## src/dual_timer_pkg.sv

```systemverilog
// dual timer/counter package: register map, field positions, reset values
// and divider counts shared by the timer core and its helpers.
// assumes one 25 MHz oscillator clock drives everything.
package dual_timer_pkg;

  // unit count and count byte width
  localparam int NUM_UNITS = 2;
  localparam int BYTE_W = 8;
  localparam int ADDR_W = 4;

  // register offsets on the plain register port
  localparam logic [3:0] ADDR_TIMER_CTRL = 4'h0;
  localparam logic [3:0] ADDR_MODE = 4'h1;
  localparam logic [3:0] ADDR_CLOCK_CTRL = 4'h2;
  localparam logic [3:0] ADDR_LOW0 = 4'h3;
  localparam logic [3:0] ADDR_HIGH0 = 4'h4;
  localparam logic [3:0] ADDR_LOW1 = 4'h5;
  localparam logic [3:0] ADDR_HIGH1 = 4'h6;
  localparam logic [3:0] ADDR_IRQ_STATUS = 4'h7;
  localparam logic [3:0] ADDR_IRQ_MASK = 4'h8;

  // timer_control_reg fields: run at 4/6, overflow at 5/7
  localparam int RUN0_BIT = 4;
  localparam int OVF0_BIT = 5;
  localparam int UNIT_STRIDE = 2;
  // mode register fields: per unit counter select then gate enable
  localparam int SEL0_BIT = 0;
  localparam int GATE_ENABLE_BIT = 1;
  // clock_control_reg fields
  localparam int RATE0_BIT = 0;
  localparam int DOUBLE_BIT = 2;

  // reset values and the byte maximum
  localparam logic [7:0] COUNT_RESET = 8'h00;
  localparam logic [1:0] CTRL_RESET = 2'h0;
  localparam logic [7:0] BYTE_MAX = 8'hFF;

  // last timer clock count of a peripheral cycle (six timer clocks per cycle)
  localparam logic [2:0] PER_DIV_LAST = 3'h5;
  // last oscillator phase of a timer clock when halved (two clocks per timer clock)
  localparam logic HALF_LAST = 1'h1;

endpackage

```

## src/pin_sync.sv

```systemverilog
// three-stage pin synchroniser with agreement filter.
// assumes pins are asynchronous to clk; output moves once stages two
// and three agree, so a one-cycle glitch past stage one is dropped.
`timescale 1ns/1ps
module pin_sync #(
  parameter int WIDTH = 4
) (
  input wire clk,
  input wire rst_n,
  input wire logic [WIDTH-1:0] pinIn,
  output logic [WIDTH-1:0] pinLevel
);

  // stage one is read only by stage two
  logic [WIDTH-1:0] stageOne;
  logic [WIDTH-1:0] stageTwo;
  logic [WIDTH-1:0] stageThree;
  logic [WIDTH-1:0] next_pinLevel;

  // filtered level follows only when the later stages agree
  always_comb begin
    next_pinLevel = pinLevel;
    for (int i = 0; i < WIDTH; i++) begin
      if (stageTwo[i] == stageThree[i]) begin
        next_pinLevel[i] = stageThree[i];
      end
    end
  end

  // synchroniser chain and filtered level
  always_ff @(posedge clk or negedge rst_n) begin
    if (!rst_n) begin
      stageOne <= '0;
      stageTwo <= '0;
      stageThree <= '0;
      pinLevel <= '0;
    end else begin
      stageOne <= pinIn;
      stageTwo <= stageOne;
      stageThree <= stageTwo;
      pinLevel <= next_pinLevel;
    end
  end

endmodule

```

## src/unit_prescale.sv

```systemverilog
// per-unit clock derivation: timer clock from the oscillator, then one
// peripheral-cycle tick every six timer clocks.
// assumes clk is the oscillator; rate bits are static while running.
`timescale 1ns/1ps
module unit_prescale (
  input wire clk,
  input wire rst_n,
  input wire logic rateSel,
  input wire logic doubleSpeed,
  output logic perTick
);

  // half-rate phase and the divide-by-six counter
  logic halfPhase;
  logic [2:0] perCount;
  logic timerTick;
  logic fullRate;
  logic next_halfPhase;
  logic [2:0] next_perCount;
  logic next_perTick;

  // timer clock enable and peripheral divider
  always_comb begin
    // undivided only in double-speed mode with the rate bit clear
    fullRate = doubleSpeed && !rateSel;
    timerTick = fullRate || (halfPhase == dual_timer_pkg::HALF_LAST);
    next_halfPhase = !halfPhase;
    next_perCount = perCount;
    next_perTick = 1'b0;
    if (timerTick) begin
      if (perCount == dual_timer_pkg::PER_DIV_LAST) begin
        next_perCount = 3'h0;
        next_perTick = 1'b1;
      end else begin
        next_perCount = perCount + 3'h1;
      end
    end
  end

  always_ff @(posedge clk or negedge rst_n) begin
    if (!rst_n) begin
      halfPhase <= 1'b0;
      perCount <= 3'h0;
      perTick <= 1'b0;
    end else begin
      halfPhase <= next_halfPhase;
      perCount <= next_perCount;
      perTick <= next_perTick;
    end
  end

  // double speed with the rate bit clear: six oscillator clocks per tick
  // only judged while the rate holds; software may switch it between ticks
  a_fast_rate: assert property (@(posedge clk) disable iff (!rst_n)
    (perTick && fullRate) ##1 fullRate [*5] |=> perTick)
    else $error("double-speed tick spacing wrong");

  // ticks never closer than six oscillator clocks, the shortest peripheral cycle
  a_tick_gap: assert property (@(posedge clk) disable iff (!rst_n)
    perTick |=> !perTick [*5])
    else $error("peripheral ticks too close");

endmodule

```

## src/dual_timer.sv

```systemverilog
// dual 16-bit timer/counter with plain register port and interrupt.
// assumes a 25 MHz oscillator on clk and asynchronous count and gate
// pins; the processor pulses ovfAck when it vectors to a unit's handler.
//
// Overview of operation
// - two independent 16-bit timer or event counters
// - high and low count bytes chained
// - events bump low, carries high, overflow flags
// - starting a unit keeps its count bytes
// - count bytes readable at any time
// - select bit picks peripheral clock or pin
// - timer mode counts once per peripheral cycle
// - pin sampled per cycle, high-then-low counts
// - edge detection spans two peripheral cycles
// - rate bit picks oscillator half or mode-dependent
// - overflow raises interrupt in both operations
// - gate bit lets interrupt pin enable counting
// - flag set on overflow, cleared on vector
//
// The implementer's own choices: the address-and-strobe port and the register offsets.
`timescale 1ns/1ps
module dual_timer (
  input wire clk,
  input wire rst_n,
  input wire logic [3:0] addr,
  input wire logic [7:0] wdata,
  input wire logic wr,
  input wire logic rd,
  output logic [7:0] rdata,
  input wire logic [1:0] countPin,
  input wire logic [1:0] extIntPin,
  input wire logic [1:0] ovfAck,
  output logic [1:0] overflowFlag,
  output logic irq
);

  localparam int N = dual_timer_pkg::NUM_UNITS;

  // address compare used by every register write decode
  function automatic logic regHit(input logic [3:0] a, input logic [3:0] target);
    regHit = (a == target);
  endfunction

  // low/high byte addresses of a unit
  function automatic logic [3:0] lowAddr(input int u);
    lowAddr = (u == 0) ? dual_timer_pkg::ADDR_LOW0 : dual_timer_pkg::ADDR_LOW1;
  endfunction

  function automatic logic [3:0] highAddr(input int u);
    highAddr = (u == 0) ? dual_timer_pkg::ADDR_HIGH0 : dual_timer_pkg::ADDR_HIGH1;
  endfunction

  // synchronised pins: count pins low, gate pins high
  logic [3:0] pinLevel;
  logic [1:0] countLevel;
  logic [1:0] gateLevel;

  // peripheral-cycle tick per unit
  logic [1:0] perTick;

  // control state written by software
  logic [1:0] runCtl;
  logic [1:0] counterSel;
  logic [1:0] gateEn;
  logic [1:0] rateSel;
  logic doubleSpeed;
  logic [1:0] irqMask;
  logic [1:0] next_runCtl;
  logic [1:0] next_counterSel;
  logic [1:0] next_gateEn;
  logic [1:0] next_rateSel;
  logic next_doubleSpeed;
  logic [1:0] next_irqMask;

  // counting state
  logic [7:0] countLow [N];
  logic [7:0] countHigh [N];
  logic [1:0] prevSample;
  logic [1:0] irqStatus;
  logic [7:0] next_countLow [N];
  logic [7:0] next_countHigh [N];
  logic [1:0] next_prevSample;
  logic [1:0] next_overflowFlag;
  logic [1:0] next_irqStatus;
  logic next_irq;

  // per-unit decoded events
  logic [1:0] countEnable;
  logic [1:0] fallSeen;
  logic [1:0] incEvent;
  logic [1:0] ovfEvent;

  // read path
  logic [7:0] next_rdata;

  pin_sync #(
    .WIDTH(4)
  ) u_pin_sync (
    .clk(clk),
    .rst_n(rst_n),
    .pinIn({extIntPin, countPin}),
    .pinLevel(pinLevel)
  );

  assign countLevel = pinLevel[1:0];
  assign gateLevel = pinLevel[3:2];

  // one clock divider per unit so rates stay independent
  // two separate units
  genvar g;
  generate
    for (g = 0; g < N; g++) begin : g_unit
      unit_prescale u_prescale (
        .clk(clk),
        .rst_n(rst_n),
        .rateSel(rateSel[g]),
        .doubleSpeed(doubleSpeed),
        .perTick(perTick[g])
      );
    end
  endgenerate

  // control register writes
  always_comb begin
    next_runCtl = runCtl;
    next_counterSel = counterSel;
    next_gateEn = gateEn;
    next_rateSel = rateSel;
    next_doubleSpeed = doubleSpeed;
    next_irqMask = irqMask;
    if (wr && regHit(addr, dual_timer_pkg::ADDR_TIMER_CTRL)) begin
      // run bit only; count bytes untouched
      for (int u = 0; u < N; u++) begin
        next_runCtl[u] = wdata[dual_timer_pkg::RUN0_BIT + u * dual_timer_pkg::UNIT_STRIDE];
      end
    end
    if (wr && regHit(addr, dual_timer_pkg::ADDR_MODE)) begin
      for (int u = 0; u < N; u++) begin
        next_counterSel[u] = wdata[dual_timer_pkg::SEL0_BIT + u * dual_timer_pkg::UNIT_STRIDE];
        next_gateEn[u] = wdata[dual_timer_pkg::GATE_ENABLE_BIT + u * dual_timer_pkg::UNIT_STRIDE];
      end
    end
    if (wr && regHit(addr, dual_timer_pkg::ADDR_CLOCK_CTRL)) begin
      next_rateSel = wdata[dual_timer_pkg::RATE0_BIT +: 2];
      next_doubleSpeed = wdata[dual_timer_pkg::DOUBLE_BIT];
    end
    if (wr && regHit(addr, dual_timer_pkg::ADDR_IRQ_MASK)) begin
      next_irqMask = wdata[1:0];
    end
  end

  always_ff @(posedge clk or negedge rst_n) begin
    if (!rst_n) begin
      runCtl <= dual_timer_pkg::CTRL_RESET;
      counterSel <= dual_timer_pkg::CTRL_RESET;
      gateEn <= dual_timer_pkg::CTRL_RESET;
      rateSel <= dual_timer_pkg::CTRL_RESET;
      doubleSpeed <= 1'b0;
      irqMask <= dual_timer_pkg::CTRL_RESET;
    end else begin
      runCtl <= next_runCtl;
      counterSel <= next_counterSel;
      gateEn <= next_gateEn;
      rateSel <= next_rateSel;
      doubleSpeed <= next_doubleSpeed;
      irqMask <= next_irqMask;
    end
  end

  // event decode, count chain, flags and interrupt status
  always_comb begin
    next_prevSample = prevSample;
    next_overflowFlag = overflowFlag;
    next_irqStatus = irqStatus;
    for (int u = 0; u < N; u++) begin
      // gate lets the interrupt pin hold counting off
      countEnable[u] = runCtl[u] && (!gateEn[u] || gateLevel[u]);
      // high sample then low sample one cycle later
      fallSeen[u] = prevSample[u] && !countLevel[u];
      // source select: tick itself or a pin falling edge
      incEvent[u] = perTick[u] && countEnable[u] && (!counterSel[u] || fallSeen[u]);
      // overflow only when both bytes roll over
      ovfEvent[u] = incEvent[u] && (countLow[u] == dual_timer_pkg::BYTE_MAX)
        && (countHigh[u] == dual_timer_pkg::BYTE_MAX);
      if (perTick[u]) begin
        next_prevSample[u] = countLevel[u];
      end
      next_countLow[u] = countLow[u];
      next_countHigh[u] = countHigh[u];
      // low byte counts, its carry steps the high byte
      if (incEvent[u]) begin
        next_countLow[u] = countLow[u] + 8'h01;
        if (countLow[u] == dual_timer_pkg::BYTE_MAX) begin
          next_countHigh[u] = countHigh[u] + 8'h01;
        end
      end
      // preset writes; result is only defined while stopped
      if (wr && regHit(addr, lowAddr(u))) begin
        next_countLow[u] = wdata;
      end
      if (wr && regHit(addr, highAddr(u))) begin
        next_countHigh[u] = wdata;
      end
      // vector clears the flag, a same-cycle overflow wins
      if (ovfAck[u]) begin
        next_overflowFlag[u] = 1'b0;
      end
      if (ovfEvent[u]) begin
        next_overflowFlag[u] = 1'b1;
      end
      // sticky status, write one to clear, set wins
      if (wr && regHit(addr, dual_timer_pkg::ADDR_IRQ_STATUS) && wdata[u]) begin
        next_irqStatus[u] = 1'b0;
      end
      if (ovfEvent[u]) begin
        next_irqStatus[u] = 1'b1;
      end
    end
    next_irq = |(next_irqStatus & irqMask);
  end

  always_ff @(posedge clk or negedge rst_n) begin
    if (!rst_n) begin
      for (int u = 0; u < N; u++) begin
        countLow[u] <= dual_timer_pkg::COUNT_RESET;
        countHigh[u] <= dual_timer_pkg::COUNT_RESET;
      end
      prevSample <= 2'h0;
      overflowFlag <= 2'h0;
      irqStatus <= 2'h0;
      irq <= 1'b0;
    end else begin
      for (int u = 0; u < N; u++) begin
        countLow[u] <= next_countLow[u];
        countHigh[u] <= next_countHigh[u];
      end
      prevSample <= next_prevSample;
      overflowFlag <= next_overflowFlag;
      irqStatus <= next_irqStatus;
      irq <= next_irq;
    end
  end

  // register read mux; data valid in the cycle after rd only
  always_comb begin
    next_rdata = 8'h00;
    if (rd) begin
      case (addr)
        dual_timer_pkg::ADDR_TIMER_CTRL: begin
          for (int u = 0; u < N; u++) begin
            next_rdata[dual_timer_pkg::RUN0_BIT + u * dual_timer_pkg::UNIT_STRIDE] = runCtl[u];
            next_rdata[dual_timer_pkg::OVF0_BIT + u * dual_timer_pkg::UNIT_STRIDE] =
              overflowFlag[u];
          end
        end
        dual_timer_pkg::ADDR_MODE: begin
          for (int u = 0; u < N; u++) begin
            next_rdata[dual_timer_pkg::SEL0_BIT + u * dual_timer_pkg::UNIT_STRIDE] = counterSel[u];
            next_rdata[dual_timer_pkg::GATE_ENABLE_BIT + u * dual_timer_pkg::UNIT_STRIDE] = gateEn[u];
          end
        end
        dual_timer_pkg::ADDR_CLOCK_CTRL: begin
          next_rdata[dual_timer_pkg::RATE0_BIT +: 2] = rateSel;
          next_rdata[dual_timer_pkg::DOUBLE_BIT] = doubleSpeed;
        end
        // live count bytes, running or not
        dual_timer_pkg::ADDR_LOW0: next_rdata = countLow[0];
        dual_timer_pkg::ADDR_HIGH0: next_rdata = countHigh[0];
        dual_timer_pkg::ADDR_LOW1: next_rdata = countLow[1];
        dual_timer_pkg::ADDR_HIGH1: next_rdata = countHigh[1];
        dual_timer_pkg::ADDR_IRQ_STATUS: next_rdata[1:0] = irqStatus;
        dual_timer_pkg::ADDR_IRQ_MASK: next_rdata[1:0] = irqMask;
        // unmapped offsets read as zero
        default: next_rdata = 8'h00;
      endcase
    end
  end

  always_ff @(posedge clk or negedge rst_n) begin
    if (!rst_n) begin
      rdata <= 8'h00;
    end else begin
      rdata <= next_rdata;
    end
  end

  // unit 0 checks; unit 1 shares the same logic through the loops

  a_low_increment: assert property (@(posedge clk) disable iff (!rst_n)
    (incEvent[0] && !wr && countLow[0] != 8'hFF) |=> countLow[0] == $past(countLow[0]) + 8'h01)
    else $error("low byte did not advance");

  a_high_carry: assert property (@(posedge clk) disable iff (!rst_n)
    (incEvent[0] && !wr && countLow[0] == 8'hFF) |=>
      (countLow[0] == 8'h00) && (countHigh[0] == $past(countHigh[0]) + 8'h01))
    else $error("high byte did not take the carry");

  a_overflow_flag: assert property (@(posedge clk) disable iff (!rst_n)
    ovfEvent[0] |=> overflowFlag[0] && irqStatus[0] && countHigh[0] == 8'h00)
    else $error("overflow did not set flag");

  a_ack_clear: assert property (@(posedge clk) disable iff (!rst_n)
    (ovfAck[0] && !ovfEvent[0]) |=> !overflowFlag[0])
    else $error("vector did not clear flag");

  a_run_keeps_count: assert property (@(posedge clk) disable iff (!rst_n)
    (wr && addr == dual_timer_pkg::ADDR_TIMER_CTRL && wdata[dual_timer_pkg::RUN0_BIT]
      && !runCtl[0]) |=> $stable(countLow[0]) && $stable(countHigh[0]))
    else $error("starting changed the count");

  a_read_count: assert property (@(posedge clk) disable iff (!rst_n)
    (rd && addr == dual_timer_pkg::ADDR_LOW0) |=> rdata == $past(countLow[0]))
    else $error("count read returned wrong byte");

  a_timer_tick: assert property (@(posedge clk) disable iff (!rst_n)
    (runCtl[0] && !gateEn[0] && !counterSel[0]) |-> incEvent[0] == perTick[0])
    else $error("timer mode missed a peripheral cycle");

  a_falling_edge: assert property (@(posedge clk) disable iff (!rst_n)
    (incEvent[0] && counterSel[0]) |-> (prevSample[0] && !countLevel[0]))
    else $error("counter stepped without a falling edge");

  a_gate_block: assert property (@(posedge clk) disable iff (!rst_n)
    (gateEn[0] && !gateLevel[0]) |-> !incEvent[0])
    else $error("gated unit counted");

  a_irq_level: assert property (@(posedge clk) disable iff (!rst_n)
    ovfEvent[0] && irqMask[0] |=> irq)
    else $error("overflow did not raise interrupt");

  // status clears on a written one unless an overflow lands with it
  a_status_clear: assert property (@(posedge clk) disable iff (!rst_n)
    (wr && addr == dual_timer_pkg::ADDR_IRQ_STATUS && wdata[0] && !ovfEvent[0])
      |=> !irqStatus[0])
    else $error("status write did not clear");

  // a stopped unit with no preset write holds its count
  a_stopped_hold: assert property (@(posedge clk) disable iff (!rst_n)
    (!runCtl[0] && !wr) |=> $stable(countLow[0]) && $stable(countHigh[0]))
    else $error("stopped unit changed its count");

  // read data stands one cycle only, zero otherwise
  a_rdata_idle: assert property (@(posedge clk) disable iff (!rst_n)
    !rd |=> rdata == 8'h00)
    else $error("read data stood without a read");

endmodule

```

## config.mk

```make
export PLATFORM = sky130hd
export DESIGN_NAME = dual_timer
export DESIGN_NICKNAME = d
export VERILOG_FILES = /design/src/dual_timer_pkg.sv /design/src/pin_sync.sv /design/src/unit_prescale.sv /design/src/dual_timer.sv
export SDC_FILE = /design/constraint.sdc
export NUM_CORES = 1
export LEC_CHECK = 0
export BUFFER_PORTS_ARGS = -buffer_cell sky130_fd_sc_hd__buf_2
export CORE_UTILIZATION = 54
export CTS_BUF_LIST = sky130_fd_sc_hd__clkbuf_16
export DETAILED_ROUTE_END_ITERATION = 10
export HOLD_SLACK_MARGIN = 0.1
export PLACE_DENSITY = 0.73
export SETUP_SLACK_MARGIN = 0.05
export SYNTH_ARGS = -nofsm -noshare
export SYNTH_HDL_FRONTEND = slang
export SYNTH_SLANG_ARGS = --single-unit
```

## constraint.sdc

```tcl
create_clock -name clk -period 1.6 [get_ports clk]
set_input_delay 0.48 -clock clk [delete_from_list [all_inputs] [get_ports clk]]
set_output_delay 0.48 -clock clk [all_outputs]
set_load 0.01 [all_outputs]
```

Word-level counts from Yosys, hierarchy flattened

Cells that the tools add are included.

ROM bits: 0
Output and inout port bits: 11
Memories kept: 0
Word-level logic and storage cells: 137
Bits in writable memories: 0
Bits in latches: 0
Flip-flop bits (word level): 84

Magnitude comparators: 0
Muxes and demuxes: 29
Shifts and indexed selects: 0
Multipliers: 0
Eq/ne operators: 18
Divide/modulo/power cells: 0
Bitwise logic cells: 1
Add/sub/neg operators: 6
Reduce and logical (&&, ||, !) cells: 53

Operators by type and width:

| cell                | count |
|---|---|
| $mux 8              | 11 |
| $add 8x1->8 const B | 4 |
| $eq 8x8->1 const B  | 4 |
| $logic_and 1x1->1   | 25 |
| $pmux 4 s5          | 1 |
| $eq 4x3->1 const B  | 4 |
| $pmux 2 s8          | 1 |
| $reduce_bool 2->1   | 8 |
| $mux 1              | 12 |
| $logic_not 1->1     | 10 |
| $eq 4x2->1 const B  | 2 |
| $add 3x1->3 const B | 2 |
| $eq 3x3->1 const B  | 2 |
| $logic_or 1x1->1    | 6 |
| $mux 3              | 2 |
| $pmux 1 s6          | 1 |
| $pmux 1 s5          | 1 |
| $eq 1x1->1          | 4 |
| $eq 4x1->1 const B  | 1 |
| $eq 4x4->1 const B  | 1 |
| $logic_not 4->1     | 1 |
| $reduce_and 2->1    | 2 |
| $and 2x2->2         | 1 |
| $reduce_or 2->1     | 1 |

Depth between registers and ports, before layout

Word-level depth: 10
Mapped depth: 7

Modules after synthesis

From an unflattened synthesis, not the netlist that was laid out.

Cell total of the unflattened synthesis: 375
Area total of the unflattened synthesis: 4,130.2 µm²

Modules (own cells, without submodules):

| module        | seq. area each (µm²) | cells each | area an instance (µm²) | instances |
|---|---|---|---|---|
| dual_timer    | 1,451.4              | 325        | 3,271.9                | 1 |
| pin_sync      | 400.4                | 20         | 445.4                  | 1 |
| unit_prescale | 125.1                | 15         | 206.4                  | 2 |

Worst setup path before layout

Ideal clock, no wire load.

Kind: input port to flip-flop
Start: input port addr[3]
End: register countLow[14] in the netlist's numbering
Slack: -0.201 ns
Setup time: 0.136 ns
Data required time: 1.464 ns
Path buffers: 3
Stages: 6
Data arrival time: 1.665 ns
Cell sequence: clkbuf_1 nor3b_1 and3_1 buf_2 clkbuf_1 o21ai_0

Word-level cells in the longest chain between the ends: 3
Elaborated cells between the ends (all ways): 4
Classes of those cells: eq/ne (1); mux (1); reduce/logical (2)

RTL lines:

| element                                            | line              | RTL |
|---|---|---|
| start, declared                                    | dual_timer.sv:25  | `input wire logic [3:0] addr,` |
| $eq 4x2->1 (*)                                     | dual_timer.sv:41  | `regHit = (a == target);` |
| $logic_and 1x1->1 (*)                              | dual_timer.sv:198 | `if (wr && regHit(addr, lowAddr(u))) begin` |
| $mux 8 / $reduce_bool 2->1 (equally long branches) | -                 |  |
| end signal, assigned by index                      | dual_timer.sv:225 | `countLow[u] <= dual_timer_pkg::COUNT_RESET;` |
| end signal, assigned by index                      | dual_timer.sv:234 | `countLow[u] <= next_countLow[u];` |
| end, declared                                      | dual_timer.sv:76  | `logic [7:0] countLow [N];` |

Every way passes the cells marked *; elsewhere a longest branch is shown, timed or not.
A chain may end at the register's enable or synchronous reset.

Worst setup path in the final report

Start: register gateEn[0]
End: register countHigh[15] in the netlist's numbering

Word-level cells in the longest chain between the ends: 7

RTL lines:

| element                        | line              | RTL |
|---|---|---|
| start, declared                | dual_timer.sv:64  | `logic [1:0] gateEn;` |
| start signal, assigned         | dual_timer.sv:156 | `gateEn <= dual_timer_pkg::CTRL_RESET;` |
| start signal, assigned         | dual_timer.sv:163 | `gateEn <= next_gateEn;` |
| $logic_not 1->1                | dual_timer.sv:177 | `countEnable[u] = runCtl[u] && (!gateEn[u] \|\| gateLevel[u]);` |
| $logic_or 1x1->1               | dual_timer.sv:177 |  |
| $logic_and 1x1->1              | dual_timer.sv:177 |  |
| $logic_and 1x1->1 (2 in a row) | dual_timer.sv:181 | `incEvent[u] = perTick[u] && countEnable[u] && (!counterSel[u] \|\| fallSeen[u]);` |
| $reduce_bool 2->1 (no line)    | -                 |  |
| $reduce_and 2->1 (no line)     | -                 |  |
| end signal, assigned by index  | dual_timer.sv:226 | `countHigh[u] <= dual_timer_pkg::COUNT_RESET;` |
| end signal, assigned by index  | dual_timer.sv:235 | `countHigh[u] <= next_countHigh[u];` |
| end, declared                  | dual_timer.sv:77  | `logic [7:0] countHigh [N];` |

Every way passes these cells.

==> metrics.md <==
| Metric | Value |
|---|---|
| Outcome | finished, violations left |
| Failing checks | negative setup slack |
| Synth area leaders | dfrtp_1 (52%), o21ai_0 (4.3%), nand2_1 (4.2%) |
| RSZ-0062 raised after global routing | yes |
| Sink Count | 84 |
| CP Class | flip-flop to flip-flop |
| Top cell type's share of synthesized area | 0.517 |
| CP max stage delay | 480 ps |
| Die area | 7880 µm² |
| Worst-case clock skew | 2.63 ps |
| Crit path max-delay family | simple AND/OR/NAND/NOR gates |
| Initial antenna violation count | 0 |
| Final Hold Fails | 0 |
| Vias in the first global route | 3332 |
| Synthesis-stage register bit count | 84 |
| Reg clk slew, reported paths | 60 ps |
| Drt drc | 0 |
| Core area | 7250 µm² |
| Pre-CTS WS | -191 ps |
| Tcrit/Tclk final | 1.00 |
| Slew at the pin with the worst max-slew slack | 445 ps |
| Vias after detailed routing | 3483 |
| Critical-path cell with the highest stage delay | or4_1 |
| Sequential share of the synthesized area | 0.517 |
| CP max FO | 3 |
| Row cnt | 31 |
| CTS max path bufs | 2 |
| Post-DP HPWL | 7710 µm |
| Inserted Diodes | 0 |
| Initial Util | 0.560 |
| Vias/cell | 5.85 |
| CP Launch Type | flip-flop |
| Crit end category | flip-flop |
| Max cap viols | 0 |
| Die Wd | 88.8 µm |
| P_leak | 2.32 nW |
| Syn_area_per_cell | 10.4 µm² |
| Hold buffers post-CTS | 0 |
| Die Ht | 88.8 µm |
| Layout area overhead | 30.8% |
| TritonCTS Buffers | 9 |
| PD cells | 1330 nW/µm² |
| I/O Pins | 33 |
| Tightest hold margin | 166 ps |
| ANT nets after route | 0 |
| Net count, final | 517 |
| Routability cong. | 1.01 |
| Syn_nets | 417 |
| CTS tree | done |
| Starting DRT DRC Count | 244 |
| Cell taking the most area after synthesis | dfrtp_1 |
| Post-Route WL | 10800 µm |
| Worst slew margin | 0.700 |
| Total grt overflow | 0 |
| Setup ws final | -0.118 ps |
| Crit path time final | 1600 ps |
| First-pass GRT wire length | 16900 µm |
| H-tree depth | 3 |
| TritonRoute pass-1 iters | 7 |
| Setup violators final | 1 |
| Worst Path Arrival | 1860 ps |
| CP required | 1860 ps |
| Final setup TNS | -0.118 ps |
| CTS Root Cell | clkbuf_16 |
| Filler cells | 539 |
| Max Fclk | 625 MHz |
| WP buf/inv | 0 |
| Asr flop ratio synth | 1.00 |
| Syn. warnings | 0 |
| Largest net degree at the start of global routing | 85 |
| Clk_lat worst skew | 340 ps |
| Post-synth EDFFs | 0 |
| Ys flop type | dfrtp_1 |
| Final cell utilization of the core | 0.733 |
| Gr usage total | 0.299 |
| Port buffer count | 32 |
| Yosys cell types | 51 |
| Final Total Pwr | 7.06 mW |
| Cells after Synth | 391 |
| Worst reg-to-reg setup slack | -0.1 ps |
| Crit-path cells | nor2b_4 -> a211oi_4 -> nand3_2 -> or4_1 -> a31oi_1 |
| Leading cell type in the layout, fill and taps excluded | dfrtp_1 |
| Area of the mapped netlist | 4060 µm² |
| Share of layout cells above drive strength 1 | 0.321 |
| Most frequent cells in the layout | dfrtp_1 (84), buf_4 (65), nand2_1 (45), o21ai_0 (31), buf_2 (31) |
| Detail-routed net length per standard cell | 18.1 µm |
| Max rail drop VDD | 0.917 mV |
| Worst min path class | input port to async pin |
| Max Transition Viols Final | 0 |
==> path summary, 6_finish.rpt <==
kind | startpoint | end | cells past startpoint
max | gateEn[0] | countHigh[15] | 5
min | rst_n | irqMask[0] | 2
max reg2reg | gateEn[0] | countHigh[15] | 5
min reg2reg | u_pin_sync.stageOne[0] | u_pin_sync.stageTwo[0] | 0
max in group asynchronous | rst_n | countLow[6] | 2
min in group clk | extIntPin[0] | u_pin_sync.stageOne[2] | 1
==> registers in the layout, indices dropped and copies added, names as in the netlist, 2 cells and up <==
name                         cells
u_pin_sync.stageTwo              4
counterSel                       2
irqMask                          2
prevSample                       2
g_unit.u_prescale.perCount       6
overflowFlag                     2
u_pin_sync.stageOne              4
u_pin_sync.pinLevel              4
countLow                        16
u_pin_sync.stageThree            4
rateSel                          2
g_unit.u_prescale.perTick        2
countHigh                       16
gateEn                           2
g_unit.u_prescale.halfPhase      2
irqStatus                        2
runCtl                           2
rdata                            8
==> cells by family (layout without fill, tap and decap cells) <==
family / count (synthesis) / in the layout / synth area share
buf+inv: 21 / 126 / 0.0203
simple gates: 151 / 151 / 0.195
mux: 20 / 20 / 0.0560
fa+ha+maj: 8 / 8 / 0.0222
flops: 84 / 84 / 0.517
xor+xnor: 27 / 27 / 0.0582
compound gates: 80 / 80 / 0.131
==> cell usage after synthesis (2+ instances only) <==
master     n
dfrtp_1   84
nand2_1   45
o21ai_0   35
nor2_1    24
nand3_1   16
xnor2_1   14
xor2_1    13
mux2_2    12
nand4_1   12
a21oi_1   11
nor2b_1    9
nor3_1     9
clkbuf_1   8
inv_1      8
mux2i_1    7
nand2b_1   6
a22o_1     5
and3_1     5
nor3b_1    5
o31ai_1    5
a222oi_1   4
a31oi_1    4
ha_1       4
maj3_1     4
nor4_1     4
and2_1     3
buf_2      3
or4_1      3
a211oi_1   2
a211oi_4   2
a21o_1     2
a221oi_1   2
buf_1      2
nand2b_4   2
==> routing by layer <==
layer  up-vias  track usage  part of all wire
li1       1606            -                 -
met1      1703        0.397              0.44
met2       134        0.461              0.47
met3        40       0.0569             0.053
met4         0        0.172             0.041
met5         -            0                 0
==> metrics by stage <==
step	area (µm²)	instances
2_1_floorplan	4110	391
3_3_place_gp	4840	572
3_5_place_dp	4840	572
4_1_cts	5200	591
5_1_grt	5320	595
6_report	5320	595
==> final cells by class <==
cell class | count | area, µm² | share of cell area
repair buffers | 102 | 737 | 0.139
clock buffers | 9 | 225 | 0.0424
inverters | 8 | 30.0 | 0.00565
well taps | 99 | 124 | 0.0233
multi-input cells | 286 | 2030 | 0.382
clock inverters | 7 | 67.6 | 0.0127
flip-flops and latches | 84 | 2100 | 0.395
==> power breakdown <==
part           switching [mW]  internal [mW]
Clock                   0.840           1.20
Sequential              0.417           2.59
Combinational            1.02          0.995
Total                    2.27           4.79
==> timing repair <==
item                       in CTS  in global routing
setup buffers                   3                  5
pin swaps                       6                 11
gates resized for setup         8                 22
setup endpoints to repair       9                 26
No activity file was read; power rests on OpenSTA's default activity.
